**src/rtl/scq_regs.svh**
```systemverilog
// Constants of the system command and error queue block
`ifndef SCQ_REGS_SVH
`define SCQ_REGS_SVH
// Error numbers, 16-bit two's complement
`define SCQ_ERR_NONE   16'h0000
`define SCQ_ERR_CMD    16'hff9c
`define SCQ_ERR_MISS   16'hff93
`define SCQ_ERR_LONG   16'hff90
`define SCQ_ERR_RANGE  16'hff88
`define SCQ_ERR_CONF   16'hff23
`define SCQ_ERR_MUCH   16'hff21
`define SCQ_ERR_OVF    16'hfea2
// Argument limits
`define SCQ_MNEM_MAX   6'h0c
`define SCQ_CMDS_MAX   4'h8
`define SCQ_SLOT_MIN   8'h01
`define SCQ_SLOT_MAX   8'h0a
`define SCQ_SLOTS      10
`define SCQ_IF_ONE     8'h01
`define SCQ_IF_TWO     8'h02
// Error queue depth and pointer width
`define SCQ_EQ_DEPTH   8
`define SCQ_EQ_AW      3
// Execution time in ms, clock in MHz, kHz per MHz
`define SCQ_EXEC_MS    250
`define SCQ_CLK_MHZ    250
`define SCQ_KHZ_PER_MHZ 1000
// Text answers and characters
`define SCQ_TEXT_W     384
`define SCQ_ASC_0      8'h30
`define SCQ_ASC_A10    8'h37
`define SCQ_ASC_SP     8'h20
`define SCQ_ASC_NUL    8'h00
`endif

```
**src/rtl/scq_pkg.sv**
```systemverilog
// Types of the system command and error queue block
`include "scq_regs.svh"
package scq_pkg;
  // Decoded command kinds
  typedef enum logic [3:0] {
    SCQ_OP_REMOTE  = 4'h0,
    SCQ_OP_ERR_Q   = 4'h1,
    SCQ_OP_VER_Q   = 4'h2,
    SCQ_OP_LOCAL   = 4'h3,
    SCQ_OP_CODE_Q  = 4'h4,
    SCQ_OP_IFSEL   = 4'h5,
    SCQ_OP_STORE   = 4'h6,
    SCQ_OP_STORE_Q = 4'h7,
    SCQ_OP_OTHER   = 4'hf
  } scq_cmd_t;
  // Sequencer, Gray along idle, busy, drain
  typedef enum logic [1:0] {
    SCQ_IDLE  = 2'h0,
    SCQ_BUSY  = 2'h1,
    SCQ_DRAIN = 2'h3
  } scq_state_t;
  typedef logic [`SCQ_TEXT_W-1:0] scq_text_t;
  typedef struct packed {
    scq_state_t                      state;
    logic                            remote;
    logic                            iface;
    logic                            halt;
    logic [2:0]                      rd_sync;
    logic                            bus_read;
    logic                            rsp_pend;
    logic                            rsp_err;
    logic [15:0]                     rsp_code;
    scq_text_t                       rsp_text;
    logic [31:0]                     rsp_cfg;
    logic [`SCQ_SLOTS-1:0][31:0]     slot_cfg;
    logic [`SCQ_SLOTS-1:0][63:0]     slot_name;
  } scq_top_st_t;
  typedef struct packed {
    logic [`SCQ_EQ_DEPTH-1:0][15:0]  mem;
    logic [`SCQ_EQ_AW-1:0]           rd;
    logic [`SCQ_EQ_AW-1:0]           wr;
    logic [`SCQ_EQ_AW:0]             cnt;
  } scq_fifo_st_t;
  typedef struct packed {
    logic [31:0]                     cnt;
  } scq_tmr_st_t;
endpackage

```
**src/rtl/scq_eq_if.sv**
```systemverilog
// Link between the command sequencer and its error queue
`timescale 1ns/1ps
interface scq_eq_if;
  logic        push;
  logic [15:0] push_code;
  logic        pop;
  logic [15:0] head;
  logic        empty;
  modport cmd   (output push, push_code, pop, input head, empty);
  modport queue (input push, push_code, pop, output head, empty);
endinterface

```
**src/rtl/scq_err_fifo.sv**
```systemverilog
// First-in first-out error queue with overflow marker
`timescale 1ns/1ps
`include "scq_regs.svh"
module scq_err_fifo (
  // Clock and reset
  input  logic          clk,
  input  logic          rst,
  // Sequencer side
  scq_eq_if.queue       q
);
  scq_pkg::scq_fifo_st_t s;
  scq_pkg::scq_fifo_st_t next_s;
  localparam logic [`SCQ_EQ_AW:0] LAST = (`SCQ_EQ_AW+1)'(`SCQ_EQ_DEPTH - 1);

  // Push wins over pop; the sequencer never asks for both at once
  always_comb
  begin
    next_s = s;
    if (q.push)
    begin
      if (s.cnt < LAST)
      begin
        next_s.mem[s.wr] = q.push_code;
        next_s.wr        = s.wr + 1'b1;
        next_s.cnt       = s.cnt + 1'b1;
      end
      else if (s.cnt == LAST)
      begin
        next_s.mem[s.wr] = `SCQ_ERR_OVF;
        next_s.wr        = s.wr + 1'b1;
        next_s.cnt       = s.cnt + 1'b1;
      end
      // Full: oldest kept, newest already holds the marker
    end
    else if (q.pop && s.cnt != '0)
    begin
      next_s.rd  = s.rd + 1'b1;
      next_s.cnt = s.cnt - 1'b1;
    end
  end

  // State register
  always_ff @(posedge clk or posedge rst)
  begin
    if (rst)
      s <= '0;
    else
      s <= next_s;
  end

  // Empty queue answers zero
  assign q.empty = (s.cnt == '0);
  assign q.head  = q.empty ? `SCQ_ERR_NONE : s.mem[s.rd];

  ////////////////////////////////////////////////////////////////////////////
  // Entry that becomes the head after one pop, seen by the order check
  logic [15:0] after_head;
  assign after_head = s.mem[s.rd + 1'b1];
endmodule // scq_err_fifo

```
**src/rtl/scq_busy_timer.sv**
```systemverilog
// Hold-off timer that spaces command execution
`timescale 1ns/1ps
module scq_busy_timer #(
  parameter int unsigned CYCLES = 1
)(
  // Clock and reset
  input  logic clk,
  input  logic rst,
  // Control
  input  logic start,
  output logic busy
);
  scq_pkg::scq_tmr_st_t s;
  scq_pkg::scq_tmr_st_t next_s;

  // Load on start, count down to zero
  always_comb
  begin
    next_s = s;
    if (start)
      next_s.cnt = 32'(CYCLES - 1);
    else if (s.cnt != 32'h0000_0000)
      next_s.cnt = s.cnt - 32'h0000_0001;
  end

  // State register
  always_ff @(posedge clk or posedge rst)
  begin
    if (rst)
      s <= '0;
    else
      s <= next_s;
  end

  assign busy = (s.cnt != 32'h0000_0000);
endmodule // scq_busy_timer

```
**src/rtl/scq_top.sv**
```systemverilog
// System command sequencer with error queue and configuration slots
//
// Summary of operation
// - Enter-remote acted on only from local mode
// - Enter-remote halts test, keeps configuration
// - Error query pops oldest entry, empty gives 0
// - Version query returns language revision level
// - Return-to-local restores front-panel operation
// - Code query returns 24-char hex string, NUL-terminated
// - Local interface select picks bus variant
// - Local store saves configuration to slot 1-10
// - Optional name replaces default mode title
// - Remote store query returns slot name
// - Store query carries no name argument
// - Bad or failing commands queue an error
// - Error answer is number plus message
// - Codes -100 syntax, -109 missing, 0 none
// - Code -112 for mnemonic over 12
// - Code -120 for out-of-range number
// - Code -221 for setting conflict
// - Code -223 for too many commands
// - Full queue records -350 overflow
// - Each command takes at least 250 ms
// - Serial link answers without read request
`timescale 1ns/1ps
`include "scq_regs.svh"
module scq_top #(
  parameter int unsigned EXEC_CYCLES =
    `SCQ_EXEC_MS * `SCQ_CLK_MHZ * `SCQ_KHZ_PER_MHZ,
  parameter scq_pkg::scq_text_t VERSION_TEXT = scq_pkg::scq_text_t'("0.0")
)(
  // Clock and reset
  input  logic                CLOCK,
  input  logic                RST,
  // Decoded command in
  input  logic                CMD_VALID,
  output logic                CMD_READY,
  input  scq_pkg::scq_cmd_t   CMD_OP,
  input  logic                CMD_BAD_SYNTAX,
  input  logic [5:0]          CMD_MNEM_LEN,
  input  logic [3:0]          CMD_COUNT,
  input  logic                CMD_ARG_PRESENT,
  input  logic [7:0]          CMD_ARG,
  input  logic                CMD_NAME_PRESENT,
  input  logic [63:0]         CMD_NAME,
  // Instrument state
  input  logic [31:0]         CFG_CURRENT,
  input  logic [63:0]         MODE_TITLE,
  input  logic [63:0]         CFG_CODE,
  input  logic                SERIAL_SEL,
  input  logic                BUS_READ,
  // Mode outputs
  output logic                REMOTE,
  output logic                TEST_HALT,
  output logic                IFACE_SEL,
  // Answer out
  output logic                RSP_VALID,
  input  logic                RSP_READY,
  output logic                RSP_IS_ERR,
  output logic [15:0]         RSP_CODE,
  output scq_pkg::scq_text_t  RSP_TEXT,
  output logic [31:0]         RSP_CFG
);
  scq_pkg::scq_top_st_t s;
  scq_pkg::scq_top_st_t next_s;
  scq_eq_if             eq ();
  logic                 tmr_start;
  logic                 tmr_busy;
  logic                 take;
  logic                 lex_ok;
  logic                 rsp_fire;

  ////////////////////////////////////////////////////////////////////////////
  // Message text for each error number
  function automatic scq_pkg::scq_text_t msg_of(input logic [15:0] c);
    case (c)
      `SCQ_ERR_NONE:  return scq_pkg::scq_text_t'("No error.");
      `SCQ_ERR_CMD:   return scq_pkg::scq_text_t'("Command error.");
      `SCQ_ERR_MISS:  return scq_pkg::scq_text_t'("Missing parameter.");
      `SCQ_ERR_LONG:
        return scq_pkg::scq_text_t'("Parameter mnemonic too long.");
      `SCQ_ERR_RANGE: return scq_pkg::scq_text_t'("Numeric data error.");
      `SCQ_ERR_CONF:  return scq_pkg::scq_text_t'("Setting conflict.");
      `SCQ_ERR_MUCH:  return scq_pkg::scq_text_t'("Too much data.");
      `SCQ_ERR_OVF:   return scq_pkg::scq_text_t'("Queue overflow.");
      default:        return scq_pkg::scq_text_t'("Unknown error.");
    endcase
  endfunction

  // One nibble as an upper-case hex character
  function automatic logic [7:0] hex_ch(input logic [3:0] n);
    if (n < 4'ha)
      return 8'({4'h0, n} + `SCQ_ASC_0);
    return 8'({4'h0, n} + `SCQ_ASC_A10);
  endfunction

  // Eight bytes as "hh hh ... hh" plus terminator, 24 characters
  function automatic scq_pkg::scq_text_t code_str(input logic [63:0] v);
    scq_pkg::scq_text_t t;
    t = '0;
    for (int i = 0; i < 8; i++)
    begin
      t[191 - 24*i -: 8] = hex_ch(v[63 - 8*i -: 4]);
      t[183 - 24*i -: 8] = hex_ch(v[59 - 8*i -: 4]);
      t[175 - 24*i -: 8] = (i == 7) ? `SCQ_ASC_NUL : `SCQ_ASC_SP;
    end
    return t;
  endfunction

  // Slot number in range
  function automatic logic slot_ok(input logic [7:0] n);
    return n >= `SCQ_SLOT_MIN && n <= `SCQ_SLOT_MAX;
  endfunction

  ////////////////////////////////////////////////////////////////////////////
  // Handshakes
  assign take      = CMD_VALID && CMD_READY;
  assign CMD_READY = (s.state == scq_pkg::SCQ_IDLE);
  // Bus answers wait for a read request; serial goes out at once
  assign RSP_VALID = s.rsp_pend && (SERIAL_SEL || s.bus_read);
  assign rsp_fire  = RSP_VALID && RSP_READY;
  // Checks that apply to every command before its meaning
  assign lex_ok    = !CMD_BAD_SYNTAX && CMD_MNEM_LEN <= `SCQ_MNEM_MAX
                     && CMD_COUNT <= `SCQ_CMDS_MAX;

  // Next state: sequencer, mode, slots and the answer register
  always_comb
  begin
    logic [15:0] err;
    logic [3:0]  idx;
    next_s       = s;
    err          = `SCQ_ERR_NONE;
    idx          = 4'(CMD_ARG - `SCQ_SLOT_MIN);
    eq.pop       = 1'b0;
    tmr_start    = 1'b0;
    next_s.halt  = 1'b0;
    // Three-stage pin sampling, change accepted when last two agree
    next_s.rd_sync = {s.rd_sync[1:0], BUS_READ};
    if (s.rd_sync[1] == s.rd_sync[2])
      next_s.bus_read = s.rd_sync[2];
    if (rsp_fire)
      next_s.rsp_pend = 1'b0;
    case (s.state)
      scq_pkg::SCQ_IDLE:
      begin
        if (take)
        begin
          tmr_start    = 1'b1;
          next_s.state = scq_pkg::SCQ_BUSY;
          if (CMD_BAD_SYNTAX)
            err = `SCQ_ERR_CMD;
          else if (CMD_MNEM_LEN > `SCQ_MNEM_MAX)
            err = `SCQ_ERR_LONG;
          else if (CMD_COUNT > `SCQ_CMDS_MAX)
            err = `SCQ_ERR_MUCH;
          else
          begin
            case (CMD_OP)
              scq_pkg::SCQ_OP_REMOTE:
                if (s.remote)
                  err = `SCQ_ERR_CONF;
                else
                begin
                  next_s.remote = 1'b1;
                  next_s.halt   = 1'b1;
                end
              scq_pkg::SCQ_OP_LOCAL:
                next_s.remote = 1'b0;
              scq_pkg::SCQ_OP_ERR_Q:
              begin
                eq.pop          = 1'b1;
                next_s.rsp_pend = 1'b1;
                next_s.rsp_err  = 1'b1;
                next_s.rsp_code = eq.head;
                next_s.rsp_text = msg_of(eq.head);
              end
              scq_pkg::SCQ_OP_VER_Q:
              begin
                next_s.rsp_pend = 1'b1;
                next_s.rsp_err  = 1'b0;
                next_s.rsp_code = `SCQ_ERR_NONE;
                next_s.rsp_text = VERSION_TEXT;
              end
              scq_pkg::SCQ_OP_CODE_Q:
              begin
                next_s.rsp_pend = 1'b1;
                next_s.rsp_err  = 1'b0;
                next_s.rsp_code = `SCQ_ERR_NONE;
                next_s.rsp_text = code_str(CFG_CODE);
              end
              scq_pkg::SCQ_OP_IFSEL:
                if (s.remote)
                  err = `SCQ_ERR_CONF;
                else if (!CMD_ARG_PRESENT)
                  err = `SCQ_ERR_MISS;
                else if (CMD_ARG == `SCQ_IF_ONE)
                  next_s.iface = 1'b0;
                else if (CMD_ARG == `SCQ_IF_TWO)
                  next_s.iface = 1'b1;
                else
                  err = `SCQ_ERR_RANGE;
              scq_pkg::SCQ_OP_STORE:
                if (s.remote)
                  err = `SCQ_ERR_CONF;
                else if (!CMD_ARG_PRESENT)
                  err = `SCQ_ERR_MISS;
                else if (!slot_ok(CMD_ARG))
                  err = `SCQ_ERR_RANGE;
                else
                begin
                  // Saved mode is whatever runs now, set up locally
                  next_s.slot_cfg[idx]  = CFG_CURRENT;
                  next_s.slot_name[idx] = CMD_NAME_PRESENT
                                          ? CMD_NAME
                                          : MODE_TITLE;
                end
              scq_pkg::SCQ_OP_STORE_Q:
                if (!s.remote)
                  err = `SCQ_ERR_CONF;
                else if (CMD_NAME_PRESENT)
                  err = `SCQ_ERR_CMD;
                else if (!CMD_ARG_PRESENT)
                  err = `SCQ_ERR_MISS;
                else if (!slot_ok(CMD_ARG))
                  err = `SCQ_ERR_RANGE;
                else
                begin
                  next_s.rsp_pend = 1'b1;
                  next_s.rsp_err  = 1'b0;
                  next_s.rsp_code = `SCQ_ERR_NONE;
                  next_s.rsp_text = scq_pkg::scq_text_t'(
                                      s.slot_name[idx]);
                  next_s.rsp_cfg  = s.slot_cfg[idx];
                end
              default:
                ;
            endcase
          end
        end
      end
      scq_pkg::SCQ_BUSY:
        if (!tmr_busy)
          next_s.state = next_s.rsp_pend ? scq_pkg::SCQ_DRAIN
                                         : scq_pkg::SCQ_IDLE;
      scq_pkg::SCQ_DRAIN:
        if (!next_s.rsp_pend)
          next_s.state = scq_pkg::SCQ_IDLE;
      default:
        next_s.state = scq_pkg::SCQ_IDLE;
    endcase
    eq.push      = (err != `SCQ_ERR_NONE);
    eq.push_code = err;
  end

  // State register
  always_ff @(posedge CLOCK or posedge RST)
  begin
    if (RST)
      s <= '0;
    else
      s <= next_s;
  end

  // Outputs straight from the state register
  assign REMOTE     = s.remote;
  assign TEST_HALT  = s.halt;
  assign IFACE_SEL  = s.iface;
  assign RSP_IS_ERR = s.rsp_err;
  assign RSP_CODE   = s.rsp_code;
  assign RSP_TEXT   = s.rsp_text;
  assign RSP_CFG    = s.rsp_cfg;

  ////////////////////////////////////////////////////////////////////////////
  // Error queue and hold-off timer
  scq_err_fifo u_fifo (
    .clk (CLOCK),
    .rst (RST),
    .q   (eq.queue)
  );

  scq_busy_timer #(
    .CYCLES (EXEC_CYCLES)
  ) u_tmr (
    .clk   (CLOCK),
    .rst   (RST),
    .start (tmr_start),
    .busy  (tmr_busy)
  );

  ////////////////////////////////////////////////////////////////////////////
  // Cycles since the last accepted command, for checking only
  logic [31:0] since_take;
  always_ff @(posedge CLOCK or posedge RST)
  begin
    if (RST)
      since_take <= 32'h0000_0000;
    else if (take)
      since_take <= 32'h0000_0001;
    else if (since_take != 32'hffff_ffff)
      since_take <= since_take + 32'h0000_0001;
  end
endmodule // scq_top

```
**config.mk**
```make
export PLATFORM = sky130hd
export DESIGN_NAME = scq_top
export DESIGN_NICKNAME = d
export VERILOG_FILES = /design/src/rtl/scq_pkg.sv /design/src/rtl/scq_eq_if.sv /design/src/rtl/scq_err_fifo.sv /design/src/rtl/scq_busy_timer.sv /design/src/rtl/scq_top.sv
export VERILOG_INCLUDE_DIRS = /design/src /design/src/rtl
export SDC_FILE = /design/constraint.sdc
export NUM_CORES = 2
export LEC_CHECK = 0
export ABC_AREA = 1
export BUFFER_PORTS_ARGS = -buffer_cell sky130_fd_sc_hd__buf_4
export CAP_MARGIN = 10
export CORE_MARGIN = 10
export CORE_UTILIZATION = 38
export DETAILED_ROUTE_END_ITERATION = 16
export SETUP_SLACK_MARGIN = 0.1
export SYNTH_ARGS = -nofsm -noshare
export SYNTH_HDL_FRONTEND = slang
export SYNTH_HIERARCHICAL = 1
export SYNTH_SLANG_ARGS = --single-unit
```
**constraint.sdc**
```tcl
create_clock -name CLOCK -period 90.8 [get_ports CLOCK]
set_clock_uncertainty 0.05 [all_clocks]
set_input_delay 4.54 -clock CLOCK [delete_from_list [all_inputs] [get_ports CLOCK]]
set_output_delay 4.54 -clock CLOCK [all_outputs]
set_load 0.005 [all_outputs]
```
# Word-level counts from Yosys, hierarchy flattened
# Cells that the tools add are included.
[word_totals]
register_bits = 1573
word_cells = 401
[classes]
n_eq_ne = 28
addsub = 38
n_reduce_logical = 30
bitwise_logic = 9
n_mux = 227
order_cmp = 26
[op_table]
columns = ["operator", "n"]
rows = [
  ["1394-bit 2-to-1 mux", 5],
  ["960-bit 2-to-1 mux", 4],
  ["223-bit case mux with 8 select lines", 1],
  ["434-bit 2-to-1 mux", 4],
  ["402-bit case mux with 4 select lines", 1],
  ["640-bit bitwise mux", 1],
  ["320-bit bitwise mux", 1],
  ["16-bit 2-to-1 mux", 18],
  ["64-bit binary-select mux with 4-bit select", 1],
  ["64-bit demux with 4-bit select", 1],
  ["128-bit 2-to-1 mux", 2],
  ["8-bit 2-to-1 mux", 32],
  ["4-bit by 6-bit adder with 7-bit output (second input constant)", 32],
  ["64-bit 2-to-1 mux", 3],
  ["32-bit 2-to-1 mux", 5],
  ["1-bit 2-to-1 mux", 129],
  ["32-bit binary-select mux with 4-bit select", 1],
  ["128-bit bitwise mux", 1],
  ["32-bit demux with 4-bit select", 1],
  ["16-bit == test (second input constant)", 7],
  ["80-bit OR", 1],
  ["4-bit less-than comparator (second input constant)", 16],
  ["16-bit case mux with 4 select lines", 1],
  ["48-bit bitwise AND", 1],
  ["49 further kinds", 89],
]

# Longest topological paths before layout
[depth]
depth_word = 15
mapped_depth = 24
mapped_depth_nobuf = 20

# Modules after synthesis
# The synthesis kept the hierarchy.
[by_module_without_submodules]
columns = ["module", "area_per_inst_um2", "cells_each", "n_inst"]
rows = [
  ["scq_top", 62269.7, 8062, 1],
  ["scq_err_fifo", 7013.0, 960, 1],
  ["scq_busy_timer", 2179.6, 324, 1],
]

# Worst setup path after synthesis
# Ideal clock, no wire load.
[synth_path]
path_kind = "in2out"
start = "in SERIAL_SEL"
end = "out RSP_VALID"
t_arrival_ns = 4.697
cell_stages = 2
required_time_ns = 86.210
path_slack_ns = 81.513
n_path_buf = 0
cell_sequence = "nor2_1 -> nor2_1"
[synth_via]
elab_chain_cells = 2
[synth_rtl]
columns = ["item", "line", "rtl"]
rows = [
  ["from (decl)", "scq_top.sv:50", "input logic SERIAL_SEL,"],
  ["1-bit logical OR", "scq_top.sv:120", "assign RSP_VALID = s.rsp_pend && (SERIAL_SEL || s.bus_read);"],
  ["1-bit logical AND", "scq_top.sv:120", ""],
  ["to (decl)", "scq_top.sv:57", "output logic RSP_VALID,"],
]
# Every way passes these cells.

# Final worst setup path
# Same ends and word-level chain as after synthesis.

==> flow_metrics.tcl <==
set metrics [dict create \
    max-slew-margin-rel 0.167 \
    drive_gt1_frac 0.100 \
    p_leak_uw 0.0401 \
    start_kind "input pin" \
    holdBufCountCts 0 \
    ios 693 \
    grt_pass1_vias 61100 \
    arrival_ns 5.02 \
    antenna_found_initial 14 \
    layout_commonest_cell "nand2_1" \
    core_um2 187000 \
    gp_congestion 0.885 \
    grt_start_max_net_pins 196 \
    drv_slew 0 \
    wl_mm 256 \
    syn_area_um2 71500 \
    post-route-period-util 0.106 \
    worstHoldPathType "reg -> reg" \
    maxCapViolCount 0 \
    layout.nets 9481 \
    hold_viol_final 0 \
    min_period_ns 9.61 \
    drc 0 \
    cts_max_level 4 \
    fin_ws_ns 81.19 \
    grtUsageTotal 0.239 \
    dieArea_um2 206000 \
    cts_setup_buffers 0 \
    cp_slowest_cell "nor2_1" \
    ant_nets 0 \
    vias_per_cell 5.42 \
    syn_to_final_growth_pct 9.98 \
    worst_slew_pin_slew_ns 1.25 \
    initial_core_util 0.381 \
    avgSynthCellArea_um2 7.65 \
    synth_warnings 6 \
    max_freq_mhz 104 \
    powerDensity_nw_per_um2 19.6 \
    mostFrequentLayoutCells "nand2_1 (3369), dfrtp_1 (1346), nand4_1 (673), o21ai_0 (608), nor2_1 (596)" \
    die_w_um 454 \
    post_cts_resized 0 \
    max_stage_delay_ns 0.17 \
    cp_top_family "buffers and inverters" \
    setup-tns-final_ns 0 \
    critical_path_required_ns 86.21 \
    crit_buf_inv 2 \
    die_y_um 454 \
    drt-initial-drc-count 6730 \
    hpwlAfterDp_mm 154 \
    io_buffers 489 \
    dp_slack_ns 79.99 \
    cts_tree "built" \
    clk_pin_slew_worst_paths_ns 0.06 \
    crit_fanout 2 \
    outcome "completed" \
    placed_cell_area_um2 73500 \
    vias 64100 \
    std_cell_rows 159 \
    grt_pass1_wl_mm 386 \
    cts_sinks 1347 \
    gr-total-overflow 0 \
    clockBufferDepth 3 \
    criticalPathCategory "in -> out" \
    wl_per_cell_um 21.7 \
    final_util 0.419 \
    cts_inserted_buffers 148 \
    final_area_um2 78600 \
    peakVddDrop_v 0.0000128 \
    clk_latency_ns 0.81 \
    final-setup-viol-count 0 \
    rsz0062_at_grt "no" \
    cts-root-buf "clkbuf_16" \
    worstSetupEndpointType "primary output" \
    drt_first_pass_iters 6 \
    path_cells "buf_4 > nor2_1 > nor2_1 > buf_4" \
    synth_cells 9345 \
]
==> worst paths after layout <==
path,startpoint,to,slack (ns),cells after the start
setup / recovery,SERIAL_SEL,RSP_VALID,81.19,4
hold / removal,next_s[1396],next_s[1397],0.31,0
setup reg to reg,s[1402],s[877],85.08,10
hold reg to reg,next_s[1396],next_s[1397],0.31,0
max in group asynchronous,RST,s[813],83.46,5
min in group asynchronous,RST,s[1397],3.77,2
==> final cells by class <==
| cell class | count | area, um2 |
|---|---|---|
| Antenna cell | 7 | 17.5 |
| Sequential cell | 1347 | 33700 |
| Timing Repair Buffer | 582 | 4500 |
| Clock inverter | 42 | 653 |
| Fill cell | 19000 | 109000 |
| Multi-Input combinational cell | 6694 | 30500 |
| Tap cell | 2495 | 3120 |
| Inverter | 426 | 1650 |
| Clock buffer | 219 | 4400 |
==> layer usage <==
metal / wire length, um / global-route usage / up-vias
met2: 120000 / 0.388 / 2777
li1: - / - / 29600
met1: 105000 / 0.310 / 31100
met3: 20500 / 0.0450 / 492
met4: 10900 / 0.103 / 8
met5: 49 / 0 / -
==> where the power goes <==
| part | switching [uW] | internal [uW] | leakage (uW) |
|---|---|---|---|
| logic | 175 | 73.6 | 0.0193 |
| clock network | 260 | 375 | 0.00249 |
| registers | 19.9 | 633 | 0.0184 |
==> state kept, by name, indices dropped and copies added (netlist names), 2 cells and up <==
register and flops:
RSP_CFG 32, u_tmr/s 32, RSP_CODE 16, RSP_TEXT 158, s 965, next_s 2, u_fifo/s 138
==> through the flow <==
step	hold WS, ns	power (uW)	std cells
final	0.307	1540	11800
after global routing	0.323	1600	11800
after CTS	0.310	1550	11800
after detailed placement	0.297	911	11500
after global placement	0.290	907	11500
after floorplan	0.281	833	9549
==> worst register-to-register path, cell delays in order, from the launching register on <==
cell and delay [ns]:
dfrtp_1 0.40, nor2_2 0.31, inv_1 0.14, nor2_2 0.60
nand3_1 0.36, nor2_4 0.42, buf_4 0.75, buf_12 0.73
nand3_4 0.85, buf_4 0.62, o21ai_0 0.40
No activity file was read; power rests on OpenSTA's default activity.
